$ cat src/lpm_pkg.sv
// Package for the low-power mode controller: mode enum, carriers,
// register map and timing constants.
// Assumes a 25 MHz core clock and a 32-bit APB register port.
package lpm_pkg;

    //----------------------------------------------------------------
    // Register map (byte offsets)
    //----------------------------------------------------------------
    localparam logic [7:0] LPM_CTRL_OFS   = 8'h00; // Control bits
    localparam logic [7:0] LPM_STAT_OFS   = 8'h04; // Mode and flags
    localparam logic [7:0] LPM_FRAME_OFS  = 8'h08; // Frame selection

    // Control register fields
    localparam int CTRL_WATCH_SEL  = 0; // Halt goes to watch when 1
    localparam int CTRL_SUBOSC_STP = 1; // Sub oscillator stops in stop
    localparam int CTRL_SUB_SPEED  = 2; // Subactive speed select
    localparam int CTRL_LOW_SPEED  = 3; // Wake into subactive
    localparam int CTRL_DIRECT     = 4; // Direct transfer to active

    // Reset values
    localparam logic [4:0] CTRL_RST  = 5'h00;
    localparam logic [1:0] FRAME_RST = 2'h0;

    //----------------------------------------------------------------
    // Timing
    //----------------------------------------------------------------
    localparam int CLK_MHZ         = 25;   // Core clock rate
    localparam int SETTLE_US       = 8000; // Oscillator settle period
    localparam int SETTLE_CYC      = SETTLE_US * CLK_MHZ;
    localparam int FRAME0_CYC      = 64;   // Frame lengths in cycles
    localparam int FRAME1_CYC      = 128;
    localparam int FRAME2_CYC      = 256;

    //----------------------------------------------------------------
    // Types
    //----------------------------------------------------------------
    typedef enum logic [2:0] {
        LPM_ACTIVE,
        LPM_STANDBY,
        LPM_STOP,
        LPM_WATCH,
        LPM_SUBACT,
        LPM_SETTLE
    } lpm_mode_t;

    typedef struct packed {
        logic sys_osc_en;   // System oscillator runs
        logic sub_osc_en;   // Subsystem oscillator runs
        logic cpu_clk_en;   // Instruction clocks run
        logic periph_rst;   // Timers, serial, A/D, I/O reset
        logic tmr_a_only;   // Only timer A runs
        logic adc_en;       // A/D allowed
        logic port_hiz;     // Ports high impedance
        logic in_en;        // Port inputs enabled
    } lpm_ctl_t;

endpackage : lpm_pkg
$ cat src/lpm_ctrl.sv
// Low-power operating-mode sequencer with an APB register port.
// Assumes the CPU pulses the halt and standby strobes for one cycle and
// that wake pins are asynchronous to CORE_CLK_I.
`timescale 1ns/1ps
module lpm_ctrl #(
    parameter int SETTLE_CYCLES = lpm_pkg::SETTLE_CYC // Osc settle count
)(
    input  wire logic        CORE_CLK_I,     // Core clock
    input  wire logic        NRST_I,         // Async reset, low
    input  wire logic        PSEL_I,         // APB select
    input  wire logic        PENABLE_I,      // APB enable
    input  wire logic        PWRITE_I,       // APB direction
    input  wire logic [7:0]  PADDR_I,        // APB byte address
    input  wire logic [31:0] PWDATA_I,       // APB write data
    output logic      [31:0] PRDATA_O,       // APB read data
    output logic             PREADY_O,       // APB ready
    output logic             PSLVERR_O,      // APB error
    input  wire logic        HALT_INSTR_I,   // Halt instruction pulse
    input  wire logic        STANDBY_INSTR_I,// Standby instruction pulse
    input  wire logic        INT_PEND_I,     // Unmasked interrupt pending
    input  wire logic        GLOBAL_IE_I,    // Global interrupt enable
    input  wire logic        TMR_A_IRQ_I,    // Timer A overflow
    input  wire logic        EXT_EXT_INTERRUPT_ZERO_N_I,   // External int 0 pin, low
    input  wire logic        STOP_CANCEL_N_I,// Stop-cancel pin, low
    output lpm_pkg::lpm_mode_t MODE_O,       // Current mode
    output lpm_pkg::lpm_ctl_t  CTL_O,        // Clock and reset controls
    output logic             RESTART_O,      // Restart at address 0
    output logic             RESUME_O,       // Resume next instruction
    output logic             EXT_INTERRUPT_ZERO_REQ_O,     // Int 0 request
    output logic             STROBE_O,       // Interrupt strobe
    output logic             RAM_EN_FLAG_O   // RAM enable flag
);
    import lpm_pkg::*;

    //----------------------------------------------------------------
    // Pin synchronisers
    //----------------------------------------------------------------
    logic [1:0] ext_interrupt_zero_sync_ff;     // Int 0 pin stages
    logic [1:0] stop_cancel_pin_sync_ff;    // Stop-cancel stages

    // Two stages; only bit 1 is read by logic
    always_ff @(posedge CORE_CLK_I or negedge NRST_I) begin
        if (!NRST_I) begin
            ext_interrupt_zero_sync_ff  <= 2'h3;
            stop_cancel_pin_sync_ff <= 2'h3;
        end else begin
            ext_interrupt_zero_sync_ff  <= {ext_interrupt_zero_sync_ff[0], EXT_EXT_INTERRUPT_ZERO_N_I};
            stop_cancel_pin_sync_ff <= {stop_cancel_pin_sync_ff[0], STOP_CANCEL_N_I};
        end
    end

    wire logic ext_interrupt_zero_lvl  = ext_interrupt_zero_sync_ff[1];   // Synchronised int 0
    wire logic stop_cancel_pin_act = ~stop_cancel_pin_sync_ff[1]; // Stop-cancel active

    //----------------------------------------------------------------
    // Registers
    //----------------------------------------------------------------
    logic [4:0]  ctrl_ff;         // Control bits
    logic [1:0]  frame_sel_ff;    // Frame length select
    lpm_mode_t   mode_ff;         // Current mode
    lpm_mode_t   settle_tgt_ff;   // Mode after settling
    logic [31:0] settle_cnt_ff;   // Settle counter
    logic [8:0]  frame_cnt_ff;    // Frame counter
    logic        strobe_ff;       // Strobe pulse
    logic        ext_interrupt_zero_smp_ff;     // Last frame sample
    logic        ext_interrupt_zero_edge_ff;    // Edge waiting for second strobe
    logic        ext_interrupt_zero_req_ff;     // Int 0 request
    logic        ram_en_ff;       // RAM enable flag
    logic        restart_ff;      // Restart pulse
    logic        resume_ff;       // Resume pulse
    logic        was_stop_ff;     // Settling came from stop
    logic [31:0] prdata_ff;       // Read data

    wire logic apb_acc = PSEL_I & PENABLE_I;
    wire logic apb_wr  = apb_acc & PWRITE_I;
    wire logic apb_rd  = apb_acc & ~PWRITE_I;

    // Address decode shared by read and write
    function automatic logic addr_ok(input logic [7:0] a);
        addr_ok = (a == LPM_CTRL_OFS) || (a == LPM_STAT_OFS) ||
                  (a == LPM_FRAME_OFS);
    endfunction : addr_ok

    // Frame length lookup
    function automatic logic [8:0] frame_len(input logic [1:0] s);
        case (s)
            2'h0:    frame_len = 9'(FRAME0_CYC);
            2'h1:    frame_len = 9'(FRAME1_CYC);
            default: frame_len = 9'(FRAME2_CYC);
        endcase
    endfunction : frame_len

    assign PREADY_O  = 1'b1;               // Zero wait states
    assign PSLVERR_O = apb_acc & ~addr_ok(PADDR_I);
    assign PRDATA_O  = prdata_ff;

    // Control register; the direct flag only sticks in subactive
    always_ff @(posedge CORE_CLK_I or negedge NRST_I) begin
        if (!NRST_I) begin
            ctrl_ff <= CTRL_RST;
        end else begin
            if (apb_wr && PADDR_I == LPM_CTRL_OFS) begin
                ctrl_ff <= PWDATA_I[4:0];
                if (mode_ff != LPM_SUBACT) begin
                    ctrl_ff[CTRL_DIRECT] <= 1'b0;
                end
            end else if (mode_ff == LPM_ACTIVE) begin
                ctrl_ff[CTRL_DIRECT] <= 1'b0;
            end
            if (mode_ff == LPM_STOP) begin
                // Speed bit clears in stop; stop bit changes only by reset or a write
                ctrl_ff[CTRL_SUB_SPEED] <= 1'b0;
            end
        end
    end

    // Frame select register
    always_ff @(posedge CORE_CLK_I or negedge NRST_I) begin
        if (!NRST_I) begin
            frame_sel_ff <= FRAME_RST;
        end else if (apb_wr && PADDR_I == LPM_FRAME_OFS) begin
            frame_sel_ff <= PWDATA_I[1:0];
        end
    end

    // Read data; unmapped reads return zero
    always_ff @(posedge CORE_CLK_I or negedge NRST_I) begin
        if (!NRST_I) begin
            prdata_ff <= 32'h0;
        end else if (PSEL_I && !PENABLE_I && !PWRITE_I) begin
            case (PADDR_I)
                LPM_CTRL_OFS:  prdata_ff <= {27'h0, ctrl_ff};
                LPM_STAT_OFS:  prdata_ff <= {27'h0, ram_en_ff, ext_interrupt_zero_req_ff,
                                             mode_ff};
                LPM_FRAME_OFS: prdata_ff <= {30'h0, frame_sel_ff};
                default:       prdata_ff <= 32'h0;
            endcase
        end
    end

    //----------------------------------------------------------------
    // Interrupt frame and int 0 edge
    //----------------------------------------------------------------
    wire logic low_pwr = (mode_ff == LPM_WATCH) || (mode_ff == LPM_SUBACT);

    // Frame counter makes one strobe per frame
    always_ff @(posedge CORE_CLK_I or negedge NRST_I) begin
        if (!NRST_I) begin
            frame_cnt_ff <= 9'h0;
            strobe_ff    <= 1'b0;
        end else if (frame_cnt_ff >= frame_len(frame_sel_ff) - 9'h1) begin
            frame_cnt_ff <= 9'h0;
            strobe_ff    <= 1'b1;
        end else begin
            frame_cnt_ff <= frame_cnt_ff + 9'h1;
            strobe_ff    <= 1'b0;
        end
    end

    // Sample per frame; edge waits for the second strobe in low power.
    // Short pulses between samples are missed by design.
    always_ff @(posedge CORE_CLK_I or negedge NRST_I) begin
        if (!NRST_I) begin
            ext_interrupt_zero_smp_ff  <= 1'b1;
            ext_interrupt_zero_edge_ff <= 1'b0;
            ext_interrupt_zero_req_ff  <= 1'b0;
        end else begin
            ext_interrupt_zero_req_ff <= 1'b0;
            if (strobe_ff) begin
                ext_interrupt_zero_smp_ff <= ext_interrupt_zero_lvl;
                if (ext_interrupt_zero_edge_ff) begin
                    ext_interrupt_zero_edge_ff <= 1'b0;
                    ext_interrupt_zero_req_ff  <= 1'b1;
                end else if (ext_interrupt_zero_smp_ff && !ext_interrupt_zero_lvl) begin
                    if (low_pwr) begin
                        ext_interrupt_zero_edge_ff <= 1'b1;
                    end else begin
                        ext_interrupt_zero_req_ff  <= 1'b1;
                    end
                end
            end
        end
    end

    //----------------------------------------------------------------
    // Mode sequencer
    //----------------------------------------------------------------
    wire logic lp_instr = HALT_INSTR_I | STANDBY_INSTR_I;
    wire logic nop_inh  = INT_PEND_I & ~GLOBAL_IE_I;
    wire logic wake_w   = (TMR_A_IRQ_I & strobe_ff) | ext_interrupt_zero_req_ff;

    // Sequencer; reset lands in active from any state
    always_ff @(posedge CORE_CLK_I or negedge NRST_I) begin
        if (!NRST_I) begin
            mode_ff       <= LPM_ACTIVE;
            settle_tgt_ff <= LPM_ACTIVE;
            settle_cnt_ff <= 32'h0;
            restart_ff    <= 1'b0;
            resume_ff     <= 1'b0;
            was_stop_ff   <= 1'b0;
        end else begin
            restart_ff <= 1'b0;
            resume_ff  <= 1'b0;
            case (mode_ff)
                LPM_ACTIVE: begin
                    if (STANDBY_INSTR_I && !nop_inh) begin
                        mode_ff <= LPM_STANDBY;
                    end else if (HALT_INSTR_I && !nop_inh) begin
                        mode_ff <= ctrl_ff[CTRL_WATCH_SEL] ?
                                   LPM_WATCH : LPM_STOP;
                    end
                end
                LPM_STANDBY: begin
                    if (INT_PEND_I) begin
                        mode_ff   <= LPM_ACTIVE;
                        resume_ff <= 1'b1;
                    end
                end
                LPM_STOP: begin
                    if (stop_cancel_pin_act) begin
                        mode_ff       <= LPM_SETTLE;
                        settle_tgt_ff <= LPM_ACTIVE;
                        settle_cnt_ff <= 32'(SETTLE_CYCLES);
                        was_stop_ff   <= 1'b1;
                    end
                end
                LPM_WATCH: begin
                    if (wake_w) begin
                        if (ctrl_ff[CTRL_LOW_SPEED]) begin
                            mode_ff   <= LPM_SUBACT;
                            resume_ff <= 1'b1;
                        end else begin
                            mode_ff       <= LPM_SETTLE;
                            settle_tgt_ff <= LPM_ACTIVE;
                            settle_cnt_ff <= 32'(SETTLE_CYCLES);
                            was_stop_ff   <= 1'b0;
                        end
                    end
                end
                LPM_SUBACT: begin
                    if (lp_instr && !nop_inh) begin
                        if (!ctrl_ff[CTRL_LOW_SPEED] &&
                            ctrl_ff[CTRL_DIRECT]) begin
                            mode_ff       <= LPM_SETTLE;
                            settle_tgt_ff <= LPM_ACTIVE;
                            settle_cnt_ff <= 32'(SETTLE_CYCLES);
                            was_stop_ff   <= 1'b0;
                        end else begin
                            mode_ff <= LPM_WATCH;
                        end
                    end
                end
                LPM_SETTLE: begin
                    if (settle_cnt_ff <= 32'h1) begin
                        mode_ff    <= settle_tgt_ff;
                        restart_ff <= was_stop_ff;
                        resume_ff  <= ~was_stop_ff;
                    end else begin
                        settle_cnt_ff <= settle_cnt_ff - 32'h1;
                    end
                end
                default: mode_ff <= LPM_ACTIVE;
            endcase
        end
    end

    // RAM flag: reset clears, stop-cancel sets
    always_ff @(posedge CORE_CLK_I or negedge NRST_I) begin
        if (!NRST_I) begin
            ram_en_ff <= 1'b0;
        end else if (mode_ff == LPM_STOP && stop_cancel_pin_act) begin
            ram_en_ff <= 1'b1;
        end
    end

    //----------------------------------------------------------------
    // Control outputs
    //----------------------------------------------------------------
    // RAM is never reset here, so it survives stop
    always_comb begin
        CTL_O            = '0;
        CTL_O.sub_osc_en = 1'b1;
        CTL_O.in_en      = (mode_ff == LPM_ACTIVE) ||
                           (mode_ff == LPM_SUBACT);
        case (mode_ff)
            LPM_ACTIVE: begin
                CTL_O.sys_osc_en = 1'b1;
                CTL_O.cpu_clk_en = 1'b1;
                CTL_O.adc_en     = 1'b1;
            end
            LPM_STANDBY: begin
                CTL_O.sys_osc_en = 1'b1;
                CTL_O.adc_en     = 1'b1;
            end
            LPM_STOP: begin
                CTL_O.sub_osc_en = ~ctrl_ff[CTRL_SUBOSC_STP];
                CTL_O.periph_rst = 1'b1;
                CTL_O.port_hiz   = 1'b1;
            end
            LPM_WATCH: begin
                CTL_O.tmr_a_only = 1'b1;
            end
            LPM_SUBACT: begin
                CTL_O.cpu_clk_en = 1'b1;
            end
            LPM_SETTLE: begin
                CTL_O.sys_osc_en = 1'b1;
                CTL_O.periph_rst = was_stop_ff;
                CTL_O.port_hiz   = was_stop_ff;
            end
            default: CTL_O.sys_osc_en = 1'b1;
        endcase
    end

    assign MODE_O        = mode_ff;
    assign RESTART_O     = restart_ff;
    assign RESUME_O      = resume_ff;
    assign EXT_INTERRUPT_ZERO_REQ_O    = ext_interrupt_zero_req_ff;
    assign STROBE_O      = strobe_ff;
    assign RAM_EN_FLAG_O = ram_en_ff;
endmodule : lpm_ctrl

$ cat config.mk
export PLATFORM = sky130hd
export DESIGN_NAME = lpm_ctrl
export DESIGN_NICKNAME = d
export VERILOG_FILES = /design/src/lpm_pkg.sv /design/src/lpm_ctrl.sv
export SDC_FILE = /design/constraint.sdc
export NUM_CORES = 1
export LEC_CHECK = 0
export BUFFER_PORTS_ARGS = -buffer_cell sky130_fd_sc_hd__buf_2
export CORE_MARGIN = 5
export CORE_UTILIZATION = 40
export DETAILED_ROUTE_END_ITERATION = 12
export GPL_ROUTABILITY_DRIVEN = 0
export MAX_ROUTING_LAYER = met4
export PLACE_DENSITY = 0.64
export SETUP_SLACK_MARGIN = 0.15
export SYNTH_ARGS = -nofsm -noshare
export SYNTH_HDL_FRONTEND = slang
export SYNTH_SLANG_ARGS = --single-unit
$ cat constraint.sdc
create_clock -name CORE_CLK_I -period 4.67 [get_ports CORE_CLK_I]
set_clock_uncertainty 0.1 [all_clocks]
set_input_delay 0 -clock CORE_CLK_I [delete_from_list [all_inputs] [get_ports CORE_CLK_I]]
set_output_delay 0 -clock CORE_CLK_I [all_outputs]
set_load 0.02 [all_outputs]
==> metrics, run 1 <==
die area=11900 sq um; Clock Tree Root=clkbuf_8; Worst-path clk slew=80 ps; max_cap viols=0; FF-to-FF End=settle_cnt_ff[15]; worst hold path type=input pin to flop; Port Buf Inserts=between 40 and 50; Avg WL per Cell=13.7 um; sequential area share after synthesis=0.436; post-route ant nets=0; clock tree buffer depth=2; Synth area leader=dfrtp_1; ys flop type=dfrtp_1; Cell Pwr Density=approximately 430 nW/um^2; DRT iter0 DRCs=between 150 and 200; CTS tree=built; Worst-Margin Slew=889 ps; vias=between 3000 and 4000; commonest non-fill, non-tap cell in the layout=dfrtp_1; CP max FO=18; Initial Utilization=0.405; Boundary Pins=between 100 and 150; Placed Instances=between 500 and 600; Yosys top cell area share=0.402; Setup Fix Bufs, Post-CTS=0; # setup viols final=0; Final TNS setup=0 ps; hpwl dp=5980 um; Post-synth EDFFs=0; worst endpoint required time=about 4800 ps; FF-to-FF path depth=7; vias in the first global route=2954; r2r startpoint=MODE_O[2]; Final Hold Fails=0; Ys Warns=0; total grt overflow=0; P&R area growth vs syn=14.5%; arrival time at the worst endpoint=3280 ps; # diodes=0; final non-filler cell total=615; Area contributors post-synth=dfrtp_1 (40%), buf_4 (5.7%), nor2_1 (5.5%), xnor2_1 (5.1%), dfstp_2 (3.4%); nets@finish=536; initial antenna violation count=0; die height=109 um; Clock Sinks=68; most frequent cells in the layout=dfrtp_1 (63), nor2_1 (57), buf_2 (46); vias per cell=5.05; syn_area_per_cell=slightly above 9 sq um; gr usage total=0.156; pre-CTS setup slack=1530 ps; Post-Synthesis Cells=421; Unique masters post-synth=58; largest net degree at the start of global routing=69; outcome=finished clean; Final Cycle Share=0.679; global-route wire length before repair=14200 um; hold depth=5; Hold WS=44.6 ps; Worst Hold Path EP=PRDATA_O[0]; CTS buffer count=9; Fmax=316 MHz; Peak VDD IR=between 0.1 and 0.15 mV; FF+latch area=1710 sq um; hold path start=PENABLE_I; core region area=9680 sq um; Syn Std Cell Area=~3900 sq um; crit path kind=flop to flop; element type at the critical path end=flop; fraction of registers with async set/reset=1.00; reg-to-reg slack, setup=1500 ps; # rows=36; Max Transition Viols Final=0; relative slew slack=0.403; Detailed Route WL=8430 um; drt drc=0; First-pass DRT Iterations=4; setup slack after layout=about 1500 ps; share of cells above drive strength 1=0.189; Leak=approximately 2.0 nW; Die X=109 um; Clock Latency Late Sink=340 ps; footprint of the multi-input gates=1990 sq um; FILL cells=between 900 and 1000; H-tree Lvls=3; flops & latches, synth=68; Final min period=roughly 3200 ps; RSZ-0062 raised after global routing=false; Startpoint Class=flop
==> through the flow <==
| stage | util | power, mW | area (sq um) |
|---|---|---|---|
| 2_1_floorplan | - | 1.26 | 4020 |
| 3_3_place_gp | 0.428 | 1.42 | 4150 |
| 3_5_place_dp | 0.428 | 1.43 | 4150 |
| 4_1_cts | 0.463 | 1.93 | 4490 |
| 5_1_grt | 0.463 | 2.05 | 4490 |
| 6_report | 0.463 | 1.92 | 4490 |
==> routing by layer <==
| layer | up-vias | wire length, um | track usage |
|---|---|---|---|
| met3 | 15 | 367 | 0.0213 |
| met1 | 1472 | 3890 | 0.205 |
| met2 | 81 | 4000 | 0.239 |
| met4 | 0 | 172 | 0.0694 |
| met5 | - | 0 | - |
| li1 | 1539 | - | - |
==> flip-flops by register name, summed over array words and instances (netlist names), 2 cells and up <==
signal and cells:
ctrl_ff 5, stop_cancel_pin_sync_ff 2, settle_cnt_ff 32, MODE_O 3
ext_interrupt_zero_sync_ff 2, PRDATA_O 5, frame_sel_ff 2, frame_cnt_ff 9
==> cells in the mapped netlist, drive strengths merged (8+ instances only) <==
cell,n
a21oi,17
buf,33
clkbuf,11
dfrtp,63
inv,9
mux2,9
nand2,34
nand2b,9
nor2,57
nor3,19
nor4,13
o21ai,18
or3,8
or4,9
xnor2,23
==> area by class of cell <==
type                            count  area share
Multi-Input combinational cell    326       0.442
Clock buffer                       10      0.0307
Inverter                            9     0.00753
Timing Repair Buffer               63      0.0875
Clock inverter                      6      0.0142
Sequential cell                    68       0.381
Tap cell                          133      0.0371
==> cells by family after synthesis <==
kind of cell / share of synthesized area
simple gates: 0.241
flops: 0.436
compound gates: 0.106
buf+inv: 0.0824
xor+xnor: 0.0670
mux: 0.0437
fa+ha+maj: 0.0223
other cells: 0.00192
==> worst max-delay path by stage <==
stage | from | endpoint | slack [ps] | cells past startpoint
final | MODE_O[2] | settle_cnt_ff[15] | 1500 | 7
after global routing | MODE_O[2] | settle_cnt_ff[15] | 1230 | 7
after CTS | MODE_O[2] | settle_cnt_ff[15] | 1500 | 7
after detailed placement | MODE_O[2] | settle_cnt_ff[15] | 1530 | 7
after global placement | MODE_O[2] | settle_cnt_ff[15] | 1590 | 7
after floorplan | MODE_O[0] | settle_cnt_ff[29] | 2020 | 7
==> repair_timing <==
action,CTS,global route
gates resized for setup,0,0
endpoints found under the hold margin,78,0
endpoints found under the setup margin,0,0
hold buffers,14,0
==> worst max-delay path: stages, from the launching register on <==
cell and delay, ps:
dfrtp_1 680, nand2b_1 180, o41ai_1 710, nor2_1 240, buf_4 260, or3_1 430
o311ai_0 310, o31ai_1 120
==> power by group <==
part	switching (mW)	leakage (nW)	total [mW]	internal (mW)
Sequential	0.0990	0.871	0.742	0.643
Clock	0.230	0.0983	0.490	0.260
Combinational	0.455	1.03	0.684	0.229
No activity file was read; power rests on OpenSTA's default activity.
==> inputs of run 2 (changes only) <==
Settings changed: PLACE_DENSITY 0.64 to 0.67.
Clock period 4.67 ns to 2.6 ns, I/O delays scaled along.
==> run 2 against run 1 <==
- critical path type unchanged
- via count is 5.2% higher
- maximum frequency is 29% higher
- core utilization is 4.1 points higher
- sequential power is 71% higher
- largest power group is now combinational cells
==> metrics, run 2 (synthesis gave the netlist of run 1 again) <==
global-route wire length before repair=14800 um (+4.0%); Clock Tree Root=clkbuf_8; H-tree Lvls=3 (unchanged); footprint of the multi-input gates=2170 sq um (+9.5%); hpwl dp=6420 um (+7.4%); r2r startpoint=settle_cnt_ff[14]; Largest Register=settle_cnt_ff; RSZ-0062 raised after global routing=true; core region area=9680 sq um (unchanged); Leak=2.17 nW (+8.4%); Port Buf Inserts=46 (unchanged); worst hold path type=input pin to flop; DRT iter0 DRCs=98 (-40%); P&R area growth vs syn=24.6%; initial antenna violation count=0 (unchanged); post-route ant nets=0 (unchanged); total internal power=2.14 mW (+89%); Final Hold Fails=0 (unchanged); nets@finish=565 (+5.4%); CTS tree=built; switching pwr=1.56 mW (+99%); # rows=36 (unchanged); Die X=109 um (unchanged); pre-CTS setup slack=32.7 ps (-1500 ps); Detailed Route WL=8950 um (+6.1%); power share of the combinational group=0.448 (+0.091); element type at the critical path end=flop; Critical path origin=settle_cnt_ff[14]; Finished Cell Area=4880 sq um (+8.8%); commonest non-fill, non-tap cell in the layout=dfrtp_1; Final min period=2450 ps (-721 ps); reg-to-reg slack, setup=150 ps (-1350 ps); Startpoint Class=flop; # diodes=0 (unchanged); CP max-delay cell=or4_4; max_cap viols=0 (unchanged); Peak VDD IR=0.319 mV (+130%); vias=3270 (+5.2%); worst endpoint required time=2710 ps (-2070 ps); Max Transition Viols Final=0 (unchanged); Worst-Margin Slew=780 ps (-109 ps); setup slack after layout=152 ps (-1350 ps); max FFs per register=32 (unchanged); arrival time at the worst endpoint=2560 ps (-720 ps); # setup viols final=0 (unchanged); largest registers=settle_cnt_ff: 32 flops, frame_cnt_ff: 9 flops; FF+latch area=1710 sq um (+0.29%); Fmax=408 MHz (+29%); CP max FO=8 (-10); largest net degree at the start of global routing=36 (-48%); FF-to-FF End=settle_cnt_ff[29]; slowest stage delay, CP=480 ps (-230 ps); relative slew slack=0.480 (+0.0774); FF-to-FF path depth=7 (unchanged); Boundary Pins=102 (unchanged); outcome=finished clean; First-pass DRT Iterations=4 (unchanged); Final TNS setup=0 ps (unchanged); sequential fraction of design power=0.344 (-0.043); die height=109 um (unchanged); Clock Sinks=68 (unchanged); vias in the first global route=3117 (+5.5%); Avg WL per Cell=13.9 um (+1.4%); Switching Fraction=0.422 (+0.0120); DP Area=4330 sq um (+4.4%); most frequent cells in the layout=dfrtp_1 (59), nor2_1 (54), buf_2 (46); crit-path cells=or3_4, buf_4, and4b_1, nand3_1, or4_4, o311ai_4, o41ai_2; Worst-path clk slew=70 ps (about the same); die area=11900 sq um (unchanged); vias per cell=5.08 (+0.51%); gr usage total=0.161 (+0.00500); crit path kind=flop to flop; Worst Setup EP=settle_cnt_ff[29]; clock tree buffer depth=2 (unchanged); total grt overflow=0 (unchanged); Initial Utilization=0.405 (unchanged); share of cells above drive strength 1=0.288 (+0.0989); CTS buffer count=9 (unchanged); Clock power frac=0.208 (-0.048); Final Cycle Share=0.942 (+0.263); Clock Latency Late Sink=350 ps (about the same); Cell Pwr Density=757 nW/um^2 (+77%); drt drc=0 (unchanged); FILL cells=913 (-0.87%)
run 2: cell types whose count changed in the layout (fill, tap and decap cells not counted), moves of 2 or more:
cell,previous run,this run
nand2b_1,9,7
or4_1,6,4
or4_4,3,5
buf_4,3,31
dfrtp_1,63,59
nor3_1,18,12
nor4_2,0,2
nor3_4,0,6
o21ai_0,16,13
o21ai_1,2,4
nor2_1,57,54
dfrtp_2,0,4
nor2_2,0,2
nor4_1,12,10
run 2: repair_timing:
| item | CTS | global route |
|---|---|---|
| buffers inserted | 4 | 5 |
| hold buffers | 13 | 0 |
| gates resized for setup | 4 | 37 |
| endpoints found under the setup margin | 25 | 29 |
| hold endpoints to repair | 44 | 0 |
| pin swaps | 2 | 19 |
run 2: cell type report:
| class | count | area share |
|---|---|---|
| Multi-Input combinational cell | 326 | 0.445 |
| Tap cell | 133 | 0.0341 |
| Clock buffer | 10 | 0.0261 |
| Timing Repair Buffer | 92 | 0.128 |
| Sequential cell | 68 | 0.351 |
| Clock inverter | 6 | 0.00872 |
| Inverter | 9 | 0.00692 |
run 2: metal layers:
| metal | track usage | vias up | part of all wire |
|---|---|---|---|
| li1 | - | 1597 | - |
| met1 | 0.211 | 1556 | 0.45 |
| met2 | 0.246 | 95 | 0.48 |
| met3 | 0.0249 | 22 | 0.049 |
| met4 | 0.0721 | 0 | 0.024 |
| met5 | - | - | 0 |
run 2: through the flow:
stage / hold WS [ps] / instances / total power [mW] / utilization
after floorplan: -396 / 447 / 2.27 / -
final: 22.7 / 644 / 3.69 / 0.504
after CTS: 1.34 / 639 / 3.55 / 0.484
after global routing: 29.6 / 644 / 3.96 / 0.504
after global placement: 7.25 / 606 / 2.72 / 0.447
after detailed placement: 6.22 / 606 / 2.75 / 0.447
run 2: worst min-delay path by stage:
stage,start,endpoint,slack [ps],cells past startpoint
after floorplan,NRST_I,EXT_INTERRUPT_ZERO_REQ_O,-400,0
after global placement,EXT_EXT_INTERRUPT_ZERO_N_I,ext_interrupt_zero_sync_ff[0],7,1
after detailed placement,STOP_CANCEL_N_I,stop_cancel_pin_sync_ff[0],6,1
after CTS,PADDR_I[2],PRDATA_O[2],1,3
after global routing,PADDR_I[2],PRDATA_O[2],30,3
final,PADDR_I[2],PRDATA_O[2],20,3
run 2: power groups by stage:
stage	logic (mW)	clock network [mW]	registers, mW
4_1_cts	1.51	0.786	1.26
6_report	1.65	0.768	1.27
3_3_place_gp	1.45	0	1.27
3_5_place_dp	1.47	0	1.28
5_1_grt	1.84	0.831	1.29
2_1_floorplan	0.973	0	1.30
run 2: critical path, delay by kind of cell, from the launching register on:
family | cells | cell delay (ps)
AND/OR/NAND/NOR | 4 | 1290
flip-flops | 1 | 410
AO/OA/AOI/OAI | 2 | 350
buffers and inverters | 1 | 170
==> inputs of run 3 (changes only) <==
Settings changed: CELL_PAD_IN_SITES_DETAIL_PLACEMENT set to 1, CELL_PAD_IN_SITES_GLOBAL_PLACEMENT set to 1, CORE_UTILIZATION 40 to 36, PLACE_DENSITY 0.67 to 0.79.
==> run 3 against run 2 <==
- register-to-register slack gained 30 ps
- clock power grew 37%
- total power increased by 8.6%
- largest cell class unchanged
- combinational power grew 3%
- critical path type unchanged
==> metrics, run 3 (synthesis gave the netlist of run 1 again) <==
Die X=114 um (+4.9%); crit-path cells=or3_1, buf_4, and4b_1, nand3_2, or4_4, o311ai_4, o41ai_2; Fmax=413 MHz (+1.1%); vias per cell=5.18 (+2.0%); Final min period=2420 ps (-26.4 ps); Final Hold Fails=0 (unchanged); H-tree Lvls=3 (unchanged); drt drc=0 (unchanged); hpwl dp=7430 um (+16%); most frequent cells in the layout=dfrtp_1 (58), nor2_1 (56), buf_2 (46); RSZ-0062 raised after global routing=true; CP max-delay cell=or4_4; r2r startpoint=settle_cnt_ff[14]; gr usage total=0.172 (+0.0115); total grt overflow=0 (unchanged); nets@finish=571 (+1.1%); Top Family by Delay on Critical Path=simple AND/OR/NAND/NOR gates; First-pass DRT Iterations=4 (unchanged); largest registers=settle_cnt_ff: 32 flops, frame_cnt_ff: 9 flops; # setup viols final=0 (unchanged); outcome=finished clean; Port Buf Inserts=46 (unchanged); largest net degree at the start of global routing=31 (-14%); setup slack after layout=178 ps (+26.4 ps); Avg WL per Cell=16.6 um (+20%); DRT iter0 DRCs=132 (+35%); Clock Tree Root=clkbuf_8; Final Cycle Share=0.931 (-0.0102); Clock Latency Late Sink=350 ps (about the same); CTS buffer count=9 (unchanged); die area=13100 sq um (+10%); Crit path depth=7 (unchanged); Critical path origin=settle_cnt_ff[14]; arrival time at the worst endpoint=2540 ps (-20 ps); share of cells above drive strength 1=0.275 (-0.0130); FF-to-FF End=settle_cnt_ff[29]; vias in the first global route=3594 (+15%); initial antenna violation count=0 (unchanged); # rows=38 (+5.6%); reg-to-reg slack, setup=180 ps (+30 ps); Boundary Pins=102 (unchanged); vias=3403 (+4.1%); clock tree buffer depth=2 (unchanged); worst hold path type=input pin to flop; Largest Register=settle_cnt_ff; # diodes=0 (unchanged); P&R area growth vs syn=25.5%; Finished Cell Area=4920 sq um (+0.74%); core region area=10700 sq um (+11%); global-route wire length before repair=17700 um (+19%); Max Transition Viols Final=0 (unchanged); max_cap viols=0 (unchanged); slowest stage delay, CP=470 ps (about the same); Peak VDD IR=0.368 mV (+15%); Leak=2.23 nW (+2.6%); relative slew slack=0.577 (+0.0971); DP Area=4330 sq um (about the same); max FFs per register=32 (unchanged); Crit path buffers/inverters=1 (unchanged); Worst-path clk slew=70 ps (about the same); Clock Sinks=68 (unchanged); crit path kind=flop to flop; CTS tree=built; pre-CTS setup slack=34.0 ps (+1.28 ps); Worst Setup EP=settle_cnt_ff[29]; Detailed Route WL=10900 um (+22%); element type at the critical path end=flop; Cell Pwr Density=816 nW/um^2 (+7.8%); CP max FO=8 (unchanged); die height=114 um (+4.9%); post-route ant nets=0 (unchanged); Startpoint Class=flop; Initial Utilization=0.365 (-0.0400); Final TNS setup=0 ps (unchanged); worst endpoint required time=2720 ps (about the same); commonest non-fill, non-tap cell in the layout=dfrtp_1; Worst-Margin Slew=634 ps (-146 ps); FF-to-FF path depth=7 (unchanged); Hold WS=26.5 ps (+3.87 ps)
-- run 3: changes by cell type in the layout (fill, tap and decap cells not counted), sizes merged --
| cell | previous run | this run |
|---|---|---|
| clkbuf | 10 | 11 |
| clkinvlp | 2 | 0 |
| buf | 79 | 84 |
| bufinv | 0 | 3 |
| clkinv | 4 | 2 |
| dlygate4sd3 | 13 | 14 |
-- run 3: stage by stage --
step / power [mW] / cells / utilization
global route: 4.24 / 657 / 0.458
floorplan: 2.27 / 447 / -
detailed placement: 2.76 / 613 / 0.403
CTS: 3.89 / 650 / 0.447
finish: 4.01 / 657 / 0.458
global placement: 2.71 / 613 / 0.403
-- run 3: worst min path at each step --
stage | startpoint | depth (start not counted) | to
finish | PADDR_I[2] | 3 | PRDATA_O[2]
detailed placement | NRST_I | 1 | frame_cnt_ff[0]
CTS | PADDR_I[2] | 3 | PRDATA_O[4]
global route | PADDR_I[2] | 3 | PRDATA_O[2]
global placement | NRST_I | 1 | frame_cnt_ff[1]
floorplan | NRST_I | 0 | EXT_INTERRUPT_ZERO_REQ_O
-- run 3: report_power, final --
part / internal, mW / total (mW) / switching [mW]
registers: 1.16 / 1.26 / 0.0990
clock network: 0.635 / 1.05 / 0.412
logic: 0.635 / 1.70 / 1.07
-- run 3: area by class of cell --
cell class | instances | area (sq um)
Clock inverter | 5 | 100
Sequential cell | 68 | 1710
Fill cell | 1286 | 5830
Timing Repair Buffer | 98 | 672
Inverter | 9 | 33.8
Tap cell | 140 | 175
Clock buffer | 11 | 131
Multi-Input combinational cell | 326 | 2090
-- run 3: worst register-to-register path: stages (launching register included) --
cell      delay [ps]
dfrtp_1          410
or3_1            400
buf_4            180
and4b_1          290
nand3_2          100
or4_4            470
o311ai_4         240
o41ai_2          110
-- run 3: layer usage --
metal,up-vias,track usage,wire length (um)
li1,1607,-,-
met1,1696,0.209,4690
met2,81,0.292,5620
met3,19,0.0201,419
met4,0,0.0697,200
met5,-,-,0
-- run 3: timing repair --
item,4_1_cts,5_1_grt
hold endpoints to repair,81,0
endpoints found under the setup margin,20,28
resized for setup,11,15
setup buffers,7,7
pin swaps,4,4
hold buffers,14,0
